<file path="config.mk">
export PLATFORM = sky130hd
export DESIGN_NAME = dgsr_reg
export DESIGN_NICKNAME = d
export VERILOG_FILES = /design/src/dgsr_pkg.sv /design/src/dgsr_reg.sv
export SDC_FILE = /design/constraint.sdc
export NUM_CORES = 1
export LEC_CHECK = 0
export BUFFER_PORTS_ARGS = -buffer_cell sky130_fd_sc_hd__buf_2
export CAP_MARGIN = 20
export CORE_AREA = 8 8 45 47
export CTS_BUF_LIST = sky130_fd_sc_hd__clkbuf_16
export DETAILED_ROUTE_END_ITERATION = 16
export DIE_AREA = 0 0 53 55
export PLACE_DENSITY = 0.69
export SETUP_SLACK_MARGIN = 0.4
export SLEW_MARGIN = 15
export SYNTH_ARGS = -nofsm -noshare
export SYNTH_HDL_FRONTEND = slang
export SYNTH_SLANG_ARGS = --single-unit
</file>
<file path="constraint.sdc">
create_clock -name CLK -period 1.85 [get_ports CLK]
set_input_delay 0.37 -clock CLK [delete_from_list [all_inputs] [get_ports CLK]]
set_output_delay 0.37 -clock CLK [all_outputs]
set_load 0.1 [all_outputs]
</file>
<file path="src/dgsr_pkg.sv">
// Package for the gain and status register: address, field positions, reset values.
// Assumes a single clock domain shared with the serial command decoder.
package dgsr_pkg;

	// ============================================================
	// Register map
	localparam logic [4:0] DGSR_ADDR = 5'h0A;
	localparam int DGSR_WIDTH = 16;

	// ============================================================
	// Field positions
	localparam int DGSR_CH1_GAIN_BIT = 9;
	localparam int DGSR_CH0_GAIN_BIT = 8;
	localparam int DGSR_RST_FLAG_BIT = 7;

	// ============================================================
	// Values after reset
	localparam logic DGSR_GAIN_RST = 1'b0;
	localparam logic DGSR_FLAG_RST = 1'b1;
	localparam logic [15:0] DGSR_RDATA_RST = 16'h0000;

	// Command strobes from the serial decoder, all on the device clock.
	typedef struct packed {
		logic wr;
		logic rd;
		logic [4:0] addr;
		logic [15:0] wdata;
	} dgsr_cmd_s;

	// Complete state of the register.
	typedef struct packed {
		logic ch1_double_gain;
		logic ch0_double_gain;
		logic rst_flag;
		logic [15:0] rdata;
	} dgsr_state_s;

endpackage

</file>
<file path="src/dgsr_reg.sv">
// Gain control and system status register of a one- or two-channel DAC.
// Assumes the serial command decoder runs on CLK and gives one-cycle read and write strobes.
module dgsr_reg import dgsr_pkg::*; #(
	parameter int NUM_CHANNELS = 2
) (
	input wire logic CLK,
	input wire logic SRST,
	input wire logic WR_STB,
	input wire logic RD_STB,
	input wire logic [4:0] ADDR,
	input wire logic [15:0] WDATA,
	output logic [15:0] RDATA,
	output logic CH0_DOUBLE_GAIN,
	output logic CH1_DOUBLE_GAIN
);

	// ============================================================
	// Command decode
	dgsr_cmd_s cmd;
	logic hit;

	always_comb begin
		cmd.wr = WR_STB;
		cmd.rd = RD_STB;
		cmd.addr = ADDR;
		cmd.wdata = WDATA;
	end

	assign hit = (cmd.addr == DGSR_ADDR);

	// ============================================================
	// Strobe qualification
	logic wr_hit;
	logic rd_hit;
	logic rd_miss;

	assign wr_hit = cmd.wr && hit;
	assign rd_hit = cmd.rd && hit;
	assign rd_miss = cmd.rd && !hit;

	// ============================================================
	// Command kind
	// Codes are one-hot so that a stuck or doubled code falls into the default branch.
	typedef enum logic [4:0] {
		KIND_IDLE = 5'b00001,
		KIND_WRITE = 5'b00010,
		KIND_READ = 5'b00100,
		KIND_BOTH = 5'b01000,
		KIND_MISS = 5'b10000
	} dgsr_kind_e;

	dgsr_kind_e kind;

	// A write to another register together with a read of this one cannot happen,
	// since both strobes share one address.
	always_comb begin
		case ({wr_hit, rd_hit, rd_miss})
			3'b110: begin
				kind = KIND_BOTH;
			end
			3'b100: begin
				kind = KIND_WRITE;
			end
			3'b010: begin
				kind = KIND_READ;
			end
			3'b001: begin
				kind = KIND_MISS;
			end
			default: begin
				kind = KIND_IDLE;
			end
		endcase
	end

	// ============================================================
	// Implemented bit map
	// Pad bits are cut out of both the write path and the read path.
	logic [DGSR_WIDTH-1:0] impl_mask;
	logic [DGSR_WIDTH-1:0] gain_mask;

	for (genvar i = 0; i < DGSR_WIDTH; i++) begin : g_map
		if (i == DGSR_CH0_GAIN_BIT) begin : g_ch0
			assign impl_mask[i] = 1'b1;
			assign gain_mask[i] = 1'b1;
		end else if ((i == DGSR_CH1_GAIN_BIT) && (NUM_CHANNELS > 1)) begin : g_ch1
			assign impl_mask[i] = 1'b1;
			assign gain_mask[i] = 1'b1;
		end else if (i == DGSR_RST_FLAG_BIT) begin : g_flag
			assign impl_mask[i] = 1'b1;
			// The flag is readable but never writable.
			assign gain_mask[i] = 1'b0;
		end else begin : g_pad
			assign impl_mask[i] = 1'b0;
			assign gain_mask[i] = 1'b0;
		end
	end

	// ============================================================
	// State
	dgsr_state_s state_r;
	dgsr_state_s state_nxt;

	// ============================================================
	// Register word as it stands now
	logic [DGSR_WIDTH-1:0] live_word;
	logic [DGSR_WIDTH-1:0] rd_word;
	logic [DGSR_WIDTH-1:0] wr_word;

	always_comb begin
		live_word = '0;
		live_word[DGSR_CH1_GAIN_BIT] = state_r.ch1_double_gain;
		live_word[DGSR_CH0_GAIN_BIT] = state_r.ch0_double_gain;
		live_word[DGSR_RST_FLAG_BIT] = state_r.rst_flag;
	end

	always_comb begin
		rd_word = '0;
		for (int i = 0; i < DGSR_WIDTH; i++) begin
			if (impl_mask[i]) begin
				rd_word[i] = live_word[i];
			end else begin
				rd_word[i] = 1'b0;
			end
		end
	end

	always_comb begin
		wr_word = '0;
		for (int i = 0; i < DGSR_WIDTH; i++) begin
			if (gain_mask[i]) begin
				wr_word[i] = cmd.wdata[i];
			end else begin
				wr_word[i] = 1'b0;
			end
		end
	end

	// ============================================================
	// Next state
	// SRST stands for the power-on or brown-out event of the device.
	always_comb begin
		state_nxt = state_r;

		case (kind)
			KIND_WRITE: begin
				state_nxt.ch0_double_gain = wr_word[DGSR_CH0_GAIN_BIT];
				state_nxt.ch1_double_gain = wr_word[DGSR_CH1_GAIN_BIT];
			end

			KIND_READ: begin
				// The word is captured before the flag clears, so the host sees the old flag.
				state_nxt.rdata = rd_word;
				state_nxt.rst_flag = 1'b0;
			end

			KIND_BOTH: begin
				// The read shows the gains from before the write takes effect.
				state_nxt.rdata = rd_word;
				state_nxt.rst_flag = 1'b0;
				state_nxt.ch0_double_gain = wr_word[DGSR_CH0_GAIN_BIT];
				state_nxt.ch1_double_gain = wr_word[DGSR_CH1_GAIN_BIT];
			end

			KIND_MISS: begin
				state_nxt.rdata = DGSR_RDATA_RST;
			end

			KIND_IDLE: begin
				state_nxt = state_r;
			end

			default: begin
				state_nxt = state_r;
			end
		endcase
	end

	// ============================================================
	// Registers
	// A reset in the same cycle as a read wins: the flag is set again and that read returns nothing.
	always_ff @(posedge CLK) begin
		if (SRST) begin
			state_r.ch0_double_gain <= DGSR_GAIN_RST;
			state_r.ch1_double_gain <= DGSR_GAIN_RST;
			state_r.rst_flag <= DGSR_FLAG_RST;
			state_r.rdata <= DGSR_RDATA_RST;
		end else begin
			state_r <= state_nxt;
		end
	end

	// ============================================================
	// Outputs
	assign RDATA = state_r.rdata;
	assign CH0_DOUBLE_GAIN = state_r.ch0_double_gain;
	// On the single-channel variant this output is tied to 0, whatever the register holds.
	assign CH1_DOUBLE_GAIN = (NUM_CHANNELS > 1) ? state_r.ch1_double_gain : 1'b0;

endmodule // dgsr_reg

</file>
==> results of run 1 <==
flip-flops by register name, indices dropped and copies added (netlist names):
name / count
CH1_DOUBLE_GAIN: 1
live_word: 1
RDATA: 3
CH0_DOUBLE_GAIN: 1
cell usage in the layout (no fill, tap or decap):
cell type	netlist	layout
conb_1	1	13
and3_4	1	1
nand3_1	1	1
mux2i_1	2	2
a21oi_1	3	3
buf_2	0	15
clkbuf_16	0	3
nand2b_1	7	7
nor3b_4	1	1
a21o_1	1	1
nand4_1	3	3
nor2b_2	1	1
dfxtp_1	6	6
logic make-up after synthesis:
logic type / count (synthesis)
simple gates: 14
buf+inv: 13
flops: 6
compound gates: 4
mux: 2
other cells: 1
routing by layer:
layer / up-vias / routed length (µm)
met1: 118 / 282
met4: 0 / 0
met5: - / 0
met3: 0 / 139
li1: 142 / -
met2: 20 / 305
worst paths after layout:
kind                            cells past startpoint             from               to  slack [ps]
worst max-delay path                                1  CH1_DOUBLE_GAIN  CH1_DOUBLE_GAIN         470
worst min-delay path                                2             SRST         RDATA[9]         390
worst max register to register                      2  CH1_DOUBLE_GAIN         RDATA[9]        1230
worst min register to register                      1     live_word[7]     live_word[7]         450
synth_stat cells:
cell type,count
a21oi_1,3
dfxtp_1,6
nand2b_1,7
nand3_1,1
nor2b_2,1
conb_1,1
mux2i_1,2
nor3b_4,1
buf_4,13
nand4_1,3
and3_4,1
a21o_1,1
cell type report:
type / count / area [µm²] / area share
sequential: 6 / 120 / 0.246
multi-input combinational: 33 / 198 / 0.405
tap: 16 / 20.0 / 0.0410
timing repair buffer: 15 / 75.1 / 0.154
clock buffer: 3 / 75.1 / 0.154
power by group through the flow:
| stage | sequential [mW] | clock (mW) | combinational, mW |
|---|---|---|---|
| after CTS | 0.131 | 0.351 | 0.143 |
| after global placement | 0.133 | 0 | 0.142 |
| after detailed placement | 0.133 | 0 | 0.143 |
| final | 0.131 | 0.345 | 0.143 |
| after global routing | 0.132 | 0.363 | 0.148 |
| after floorplan | 0.137 | 0 | 0.145 |
stage by stage:
step	cell area (µm²)	utilization
2_1_floorplan	415	-
3_3_place_gp	413	0.298
3_5_place_dp	413	0.298
4_1_cts	488	0.353
5_1_grt	488	0.353
6_report	488	0.353
==> impl_metrics.env, run 1 <==
export IMPL_grt_most_used_layer="met2"
export IMPL_num_rows=14
export IMPL_clockBufferDepth=2
export IMPL_grt_overflow_total=0
export IMPL_finalCritPeriodShare=0.744
export IMPL_hold_viol=0
export IMPL_initial_core_util=0.268
export IMPL_cts_tree="built"
export IMPL_place_gp_congestion=0.757
export IMPL_design_core_area_mm2=0.00138
export IMPL_crit_required_ps=1480
export IMPL_syn_area_um2=370
export IMPL_start_kind="flop"
export IMPL_critPathMaxFanout=3
export IMPL_gr_usage_met1=0.0518
export IMPL_clkSlewWorstSetupHoldPaths_ps=30
export IMPL_setup_tns_ps=0
export IMPL_yosysTopAreaCellShare=0.324
export IMPL_outcome="finished, final reports clean"
export IMPL_pwr_share_clk=0.556
export IMPL_power_total_uw=620
export IMPL_dieWidth_um=53
export IMPL_boundaryPins=43
export IMPL_vias=280
export IMPL_slew_viol_final=0
export IMPL_crit_type="flop to output pin"
export IMPL_cts_buffers=3
export IMPL_met2_usage=0.0898
export IMPL_syn_avg_cell_area_um2=9.26
export IMPL_grt_max_degree=9
export IMPL_finalClockSkew_ps=1.24
export IMPL_p_comb_frac=0.231
export IMPL_grt_pass1_vias=291
export IMPL_drt_pass1_iterations=3
export IMPL_pre_cts_ws_ps=623
export IMPL_postSynthCellCount=40
export IMPL_gr_usage_met3=0.0561
export IMPL_yosysSeqAreaShare=0.324
export IMPL_synth_top_cells_by_area="dfxtp_1 (32%), buf_4 (26%), nand2b_1 (12%), mux2i_1 (5.4%), nand4_1 (5.1%)"
export IMPL_clk_latency_ps=230
export IMPL_maxCapViolCount=0
export IMPL_fin_hold_ws_ps=386
export IMPL_avgViaCountPerCell=3.84
export IMPL_synth_seq_cells=6
export IMPL_finalWirelength_um=727
export IMPL_drtIter0Drc=2
export IMPL_drive_above_1_share=0.368
export IMPL_synth_adder_area_share=0
export IMPL_setup_ws_ps=474
export IMPL_setup_viol=0
export IMPL_crit_chain="buf_2"
export IMPL_p_seq_frac=0.212
export IMPL_arrival_ps=1010
export IMPL_nFillCells=146
export IMPL_wire_per_inst_um=9.96
export IMPL_finalCriticalPeriod_ps=1380
export IMPL_fmax_mhz=727
export IMPL_cts_sinks=6
export IMPL_yosysWarnings=0
export IMPL_leakage_nw=0.229
export IMPL_hold_class="primary input to flop"
export IMPL_final_cell_count_no_fill=73
export IMPL_post_cts_resized=0
export IMPL_antenna_found_initial=0
export IMPL_slowest_stage="buf_2"
export IMPL_areaGrowthSynthToFinish_pct=31.8
export IMPL_p_int_uw=422
export IMPL_rsz0062_at_grt="no"
export IMPL_switchingPower_uw=198
export IMPL_critPathBufInv=1
export IMPL_swShare=0.319
export IMPL_synth_top_cell_by_area="dfxtp_1"
export IMPL_synth_distinct_cells=12
export IMPL_worst_setup_path_end_kind="output pin"
export IMPL_route_detailed_drc=0
export IMPL_cts_hold_buf=0
export IMPL_die_area_mm2=0.00292
export IMPL_peakVddDrop_v=0.000835
export IMPL_die_h_um=55
export IMPL_dp_cells=70
export IMPL_grt_util_all_layers=0.0569
export IMPL_max_stage_delay_ps=440
export IMPL_drtAntennaViolNets=0
export IMPL_crit_family="buffers and inverters"
export IMPL_synth_compound_area_frac=0.0608
export IMPL_nets=84
export IMPL_synthMuxAreaShare=0.0541
export IMPL_cts_root_buffer="clkbuf_16"
export IMPL_h_tree_depth=1
export IMPL_post_cts_buffers=0
export IMPL_portBuffers=15
export IMPL_powerDensity_mw_per_mm2=1270
export IMPL_diodes=0
export IMPL_synth_top_family_by_area="simple AND/OR/NAND/NOR gates"
export IMPL_synthSimpleGateAreaFrac=0.287
export IMPL_grt_pass1_wl_um=1140
export IMPL_synth_xor_area_share=0
(Power assumes the default switching activity.)
==> run 2: changes to the inputs <==
--- a/config.mk
+++ b/config.mk
@@ -7,11 +7,11 @@
 export LEC_CHECK = 0
 export BUFFER_PORTS_ARGS = -buffer_cell sky130_fd_sc_hd__buf_2
 export CAP_MARGIN = 20
-export CORE_AREA = 8 8 45 47
+export CORE_MARGIN = 8
+export CORE_UTILIZATION = 28
 export CTS_BUF_LIST = sky130_fd_sc_hd__clkbuf_16
 export DETAILED_ROUTE_END_ITERATION = 16
-export DIE_AREA = 0 0 53 55
-export PLACE_DENSITY = 0.69
+export PLACE_DENSITY = 0.72
 export SETUP_SLACK_MARGIN = 0.4
 export SLEW_MARGIN = 15
 export SYNTH_ARGS = -nofsm -noshare
==> constraint.sdc (replaced) <==
create_clock -name CLK -period 1.2 [get_ports CLK]
set_input_delay 0.24 -clock CLK [delete_from_list [all_inputs] [get_ports CLK]]
set_output_delay 0.24 -clock CLK [all_outputs]
set_load 0.1 [all_outputs]
==> run 2 against run 1 <==
  * Total power up 57%
  * Clock skew up 1.1 ps
  * Worst setup slack worse by 260 ps
  * Global-route usage up 0.95 points
  * Clock power up 59%
  * Sequential power up 47%
  * Cell count up 4.1%
==> impl_metrics.env, run 2 (synthesis results as in run 1) <==
export IMPL_cts_tree="built"
export IMPL_drive_above_1_share=0.475
export IMPL_regArea_um2=139
export IMPL_avgViaCountPerCell=3.91
export IMPL_clk_latency_ps=230
export IMPL_drtAntennaViolNets=0
export IMPL_areaGrowthSynthToFinish_pct=67.2
export IMPL_r2r_start="CH0_DOUBLE_GAIN"
export IMPL_critPathBufInv=1
export IMPL_antenna_found_initial=0
export IMPL_drt_pass1_iterations=4
export IMPL_final_cell_mix="conb_1 (13), buf_2 (8), nand2b_1 (7)"
export IMPL_arrival_ps=750
export IMPL_slowest_stage="dfxtp_4"
export IMPL_grt_pass1_vias=304
export IMPL_cts_sinks=6
export IMPL_leakage_nw=0.271
export IMPL_nets=87
export IMPL_portBuffers=15
export IMPL_clkSlewWorstSetupHoldPaths_ps=40
export IMPL_multi_input_area_um2=198
export IMPL_diodes=0
export IMPL_final_common_cell="conb_1"
export IMPL_peakVddDrop_v=0.000601
export IMPL_finalCritPeriodShare=0.822
export IMPL_maxCapViolCount=0
export IMPL_cts_buffers=3
export IMPL_hold_viol=0
export IMPL_initial_core_util=0.292
export IMPL_place_gp_congestion=0.716
export IMPL_die_area_mm2=0.00274
export IMPL_design_core_area_mm2=0.00127
export IMPL_h_tree_depth=1
export IMPL_vias=297
export IMPL_die_h_um=52.4
export IMPL_hold_depth=2
export IMPL_grt_util_all_layers=0.0664
export IMPL_dieWidth_um=52.4
export IMPL_critPathMaxFanout=2
export IMPL_max_stage_delay_ps=350
export IMPL_slew_viol_final=0
export IMPL_worstHoldStart="SRST"
export IMPL_crit_chain="buf_12"
export IMPL_crit_required_ps=960
export IMPL_powerDensity_mw_per_mm2=1570
export IMPL_outcome="finished, final reports clean"
export IMPL_wire_per_inst_um=10.4
export IMPL_num_rows=13
export IMPL_grt_max_degree=9
export IMPL_power_total_uw=972
export IMPL_setup_viol=0
export IMPL_rsz0062_at_grt="yes"
export IMPL_largest_reg_flops=3
export IMPL_hpwl_um=635
export IMPL_fmax_mhz=1010
export IMPL_route_detailed_drc=0
export IMPL_dpl_cell_area_um2=505
export IMPL_grt_overflow_total=0
export IMPL_hold_class="primary input to flop"
export IMPL_nFillCells=120
export IMPL_r2r_cells=3
export IMPL_drtIter0Drc=4
export IMPL_worst_r2r_setup_slack_ps=470
export IMPL_cts_root_buffer="clkbuf_16"
export IMPL_boundaryPins=43
export IMPL_grt_pass1_wl_um=1290
export IMPL_finalCriticalPeriod_ps=986
export IMPL_crit_type="flop to output pin"
export IMPL_finalWirelength_um=788
export IMPL_start_kind="flop"
export IMPL_crit_family="flip-flops"
export IMPL_design_area_um2=619
export IMPL_clockBufferDepth=2
export IMPL_worstHoldEndpoint="RDATA[9]"
export IMPL_r2r_end="RDATA[8]"
export IMPL_setup_tns_ps=0
export IMPL_finalClockSkew_ps=2.30
export IMPL_worst_setup_path_end_kind="output pin"
==> run 2: worst max path at each step <==
| stage | depth (start not counted) | from | to | slack (ps) |
|---|---|---|---|---|
| finish | 1 | CH0_DOUBLE_GAIN | CH0_DOUBLE_GAIN | 210 |
| global route | 1 | CH1_DOUBLE_GAIN | CH1_DOUBLE_GAIN | 200 |
| CTS | 1 | RDATA[8] | RDATA[8] | 210 |
| detailed placement | 4 | ADDR[4] | CH1_DOUBLE_GAIN | 100 |
| global placement | 4 | ADDR[4] | CH1_DOUBLE_GAIN | 110 |
| floorplan | 3 | ADDR[4] | CH0_DOUBLE_GAIN | 280 |
==> run 2: repair_timing <==
| item | in CTS | in global routing |
|---|---|---|
| setup endpoints to repair | 7 | 9 |
| setup buffers | 3 | 0 |
| hold buffers | 0 | 0 |
| resized for setup | 2 | 0 |
| pin swaps | 2 | 2 |
==> run 2: cell type report <==
cell class | count | area share
Multi-Input combinational cell | 33 | 0.319
Timing Repair Buffer | 18 | 0.299
Sequential cell | 6 | 0.224
Clock buffer | 3 | 0.121
Tap cell | 15 | 0.0303
Clock inverter | 1 | 0.00606
==> run 2: routing by layer <==
metal | track usage | up-vias | wire (µm)
li1 | - | 151 | -
met1 | 0.0689 | 122 | 292
met2 | 0.0889 | 20 | 340
met3 | 0.0398 | 4 | 122
met4 | 0.0647 | 0 | 32
met5 | 0 | - | 0
==> run 2: stage by stage <==
step	cells	utilization	setup WS, ps	hold WS [ps]
global route	76	0.488	197	263
CTS	76	0.488	208	242
global placement	69	0.398	113	435
floorplan	52	-	277	299
detailed placement	69	0.398	96.3	456
finish	76	0.488	214	243
==> run 2: power breakdown <==
group	switching, mW	internal, mW	total [mW]
clock network	0.117	0.432	0.550
registers	0.00100	0.191	0.192
logic	0.200	0.0304	0.231
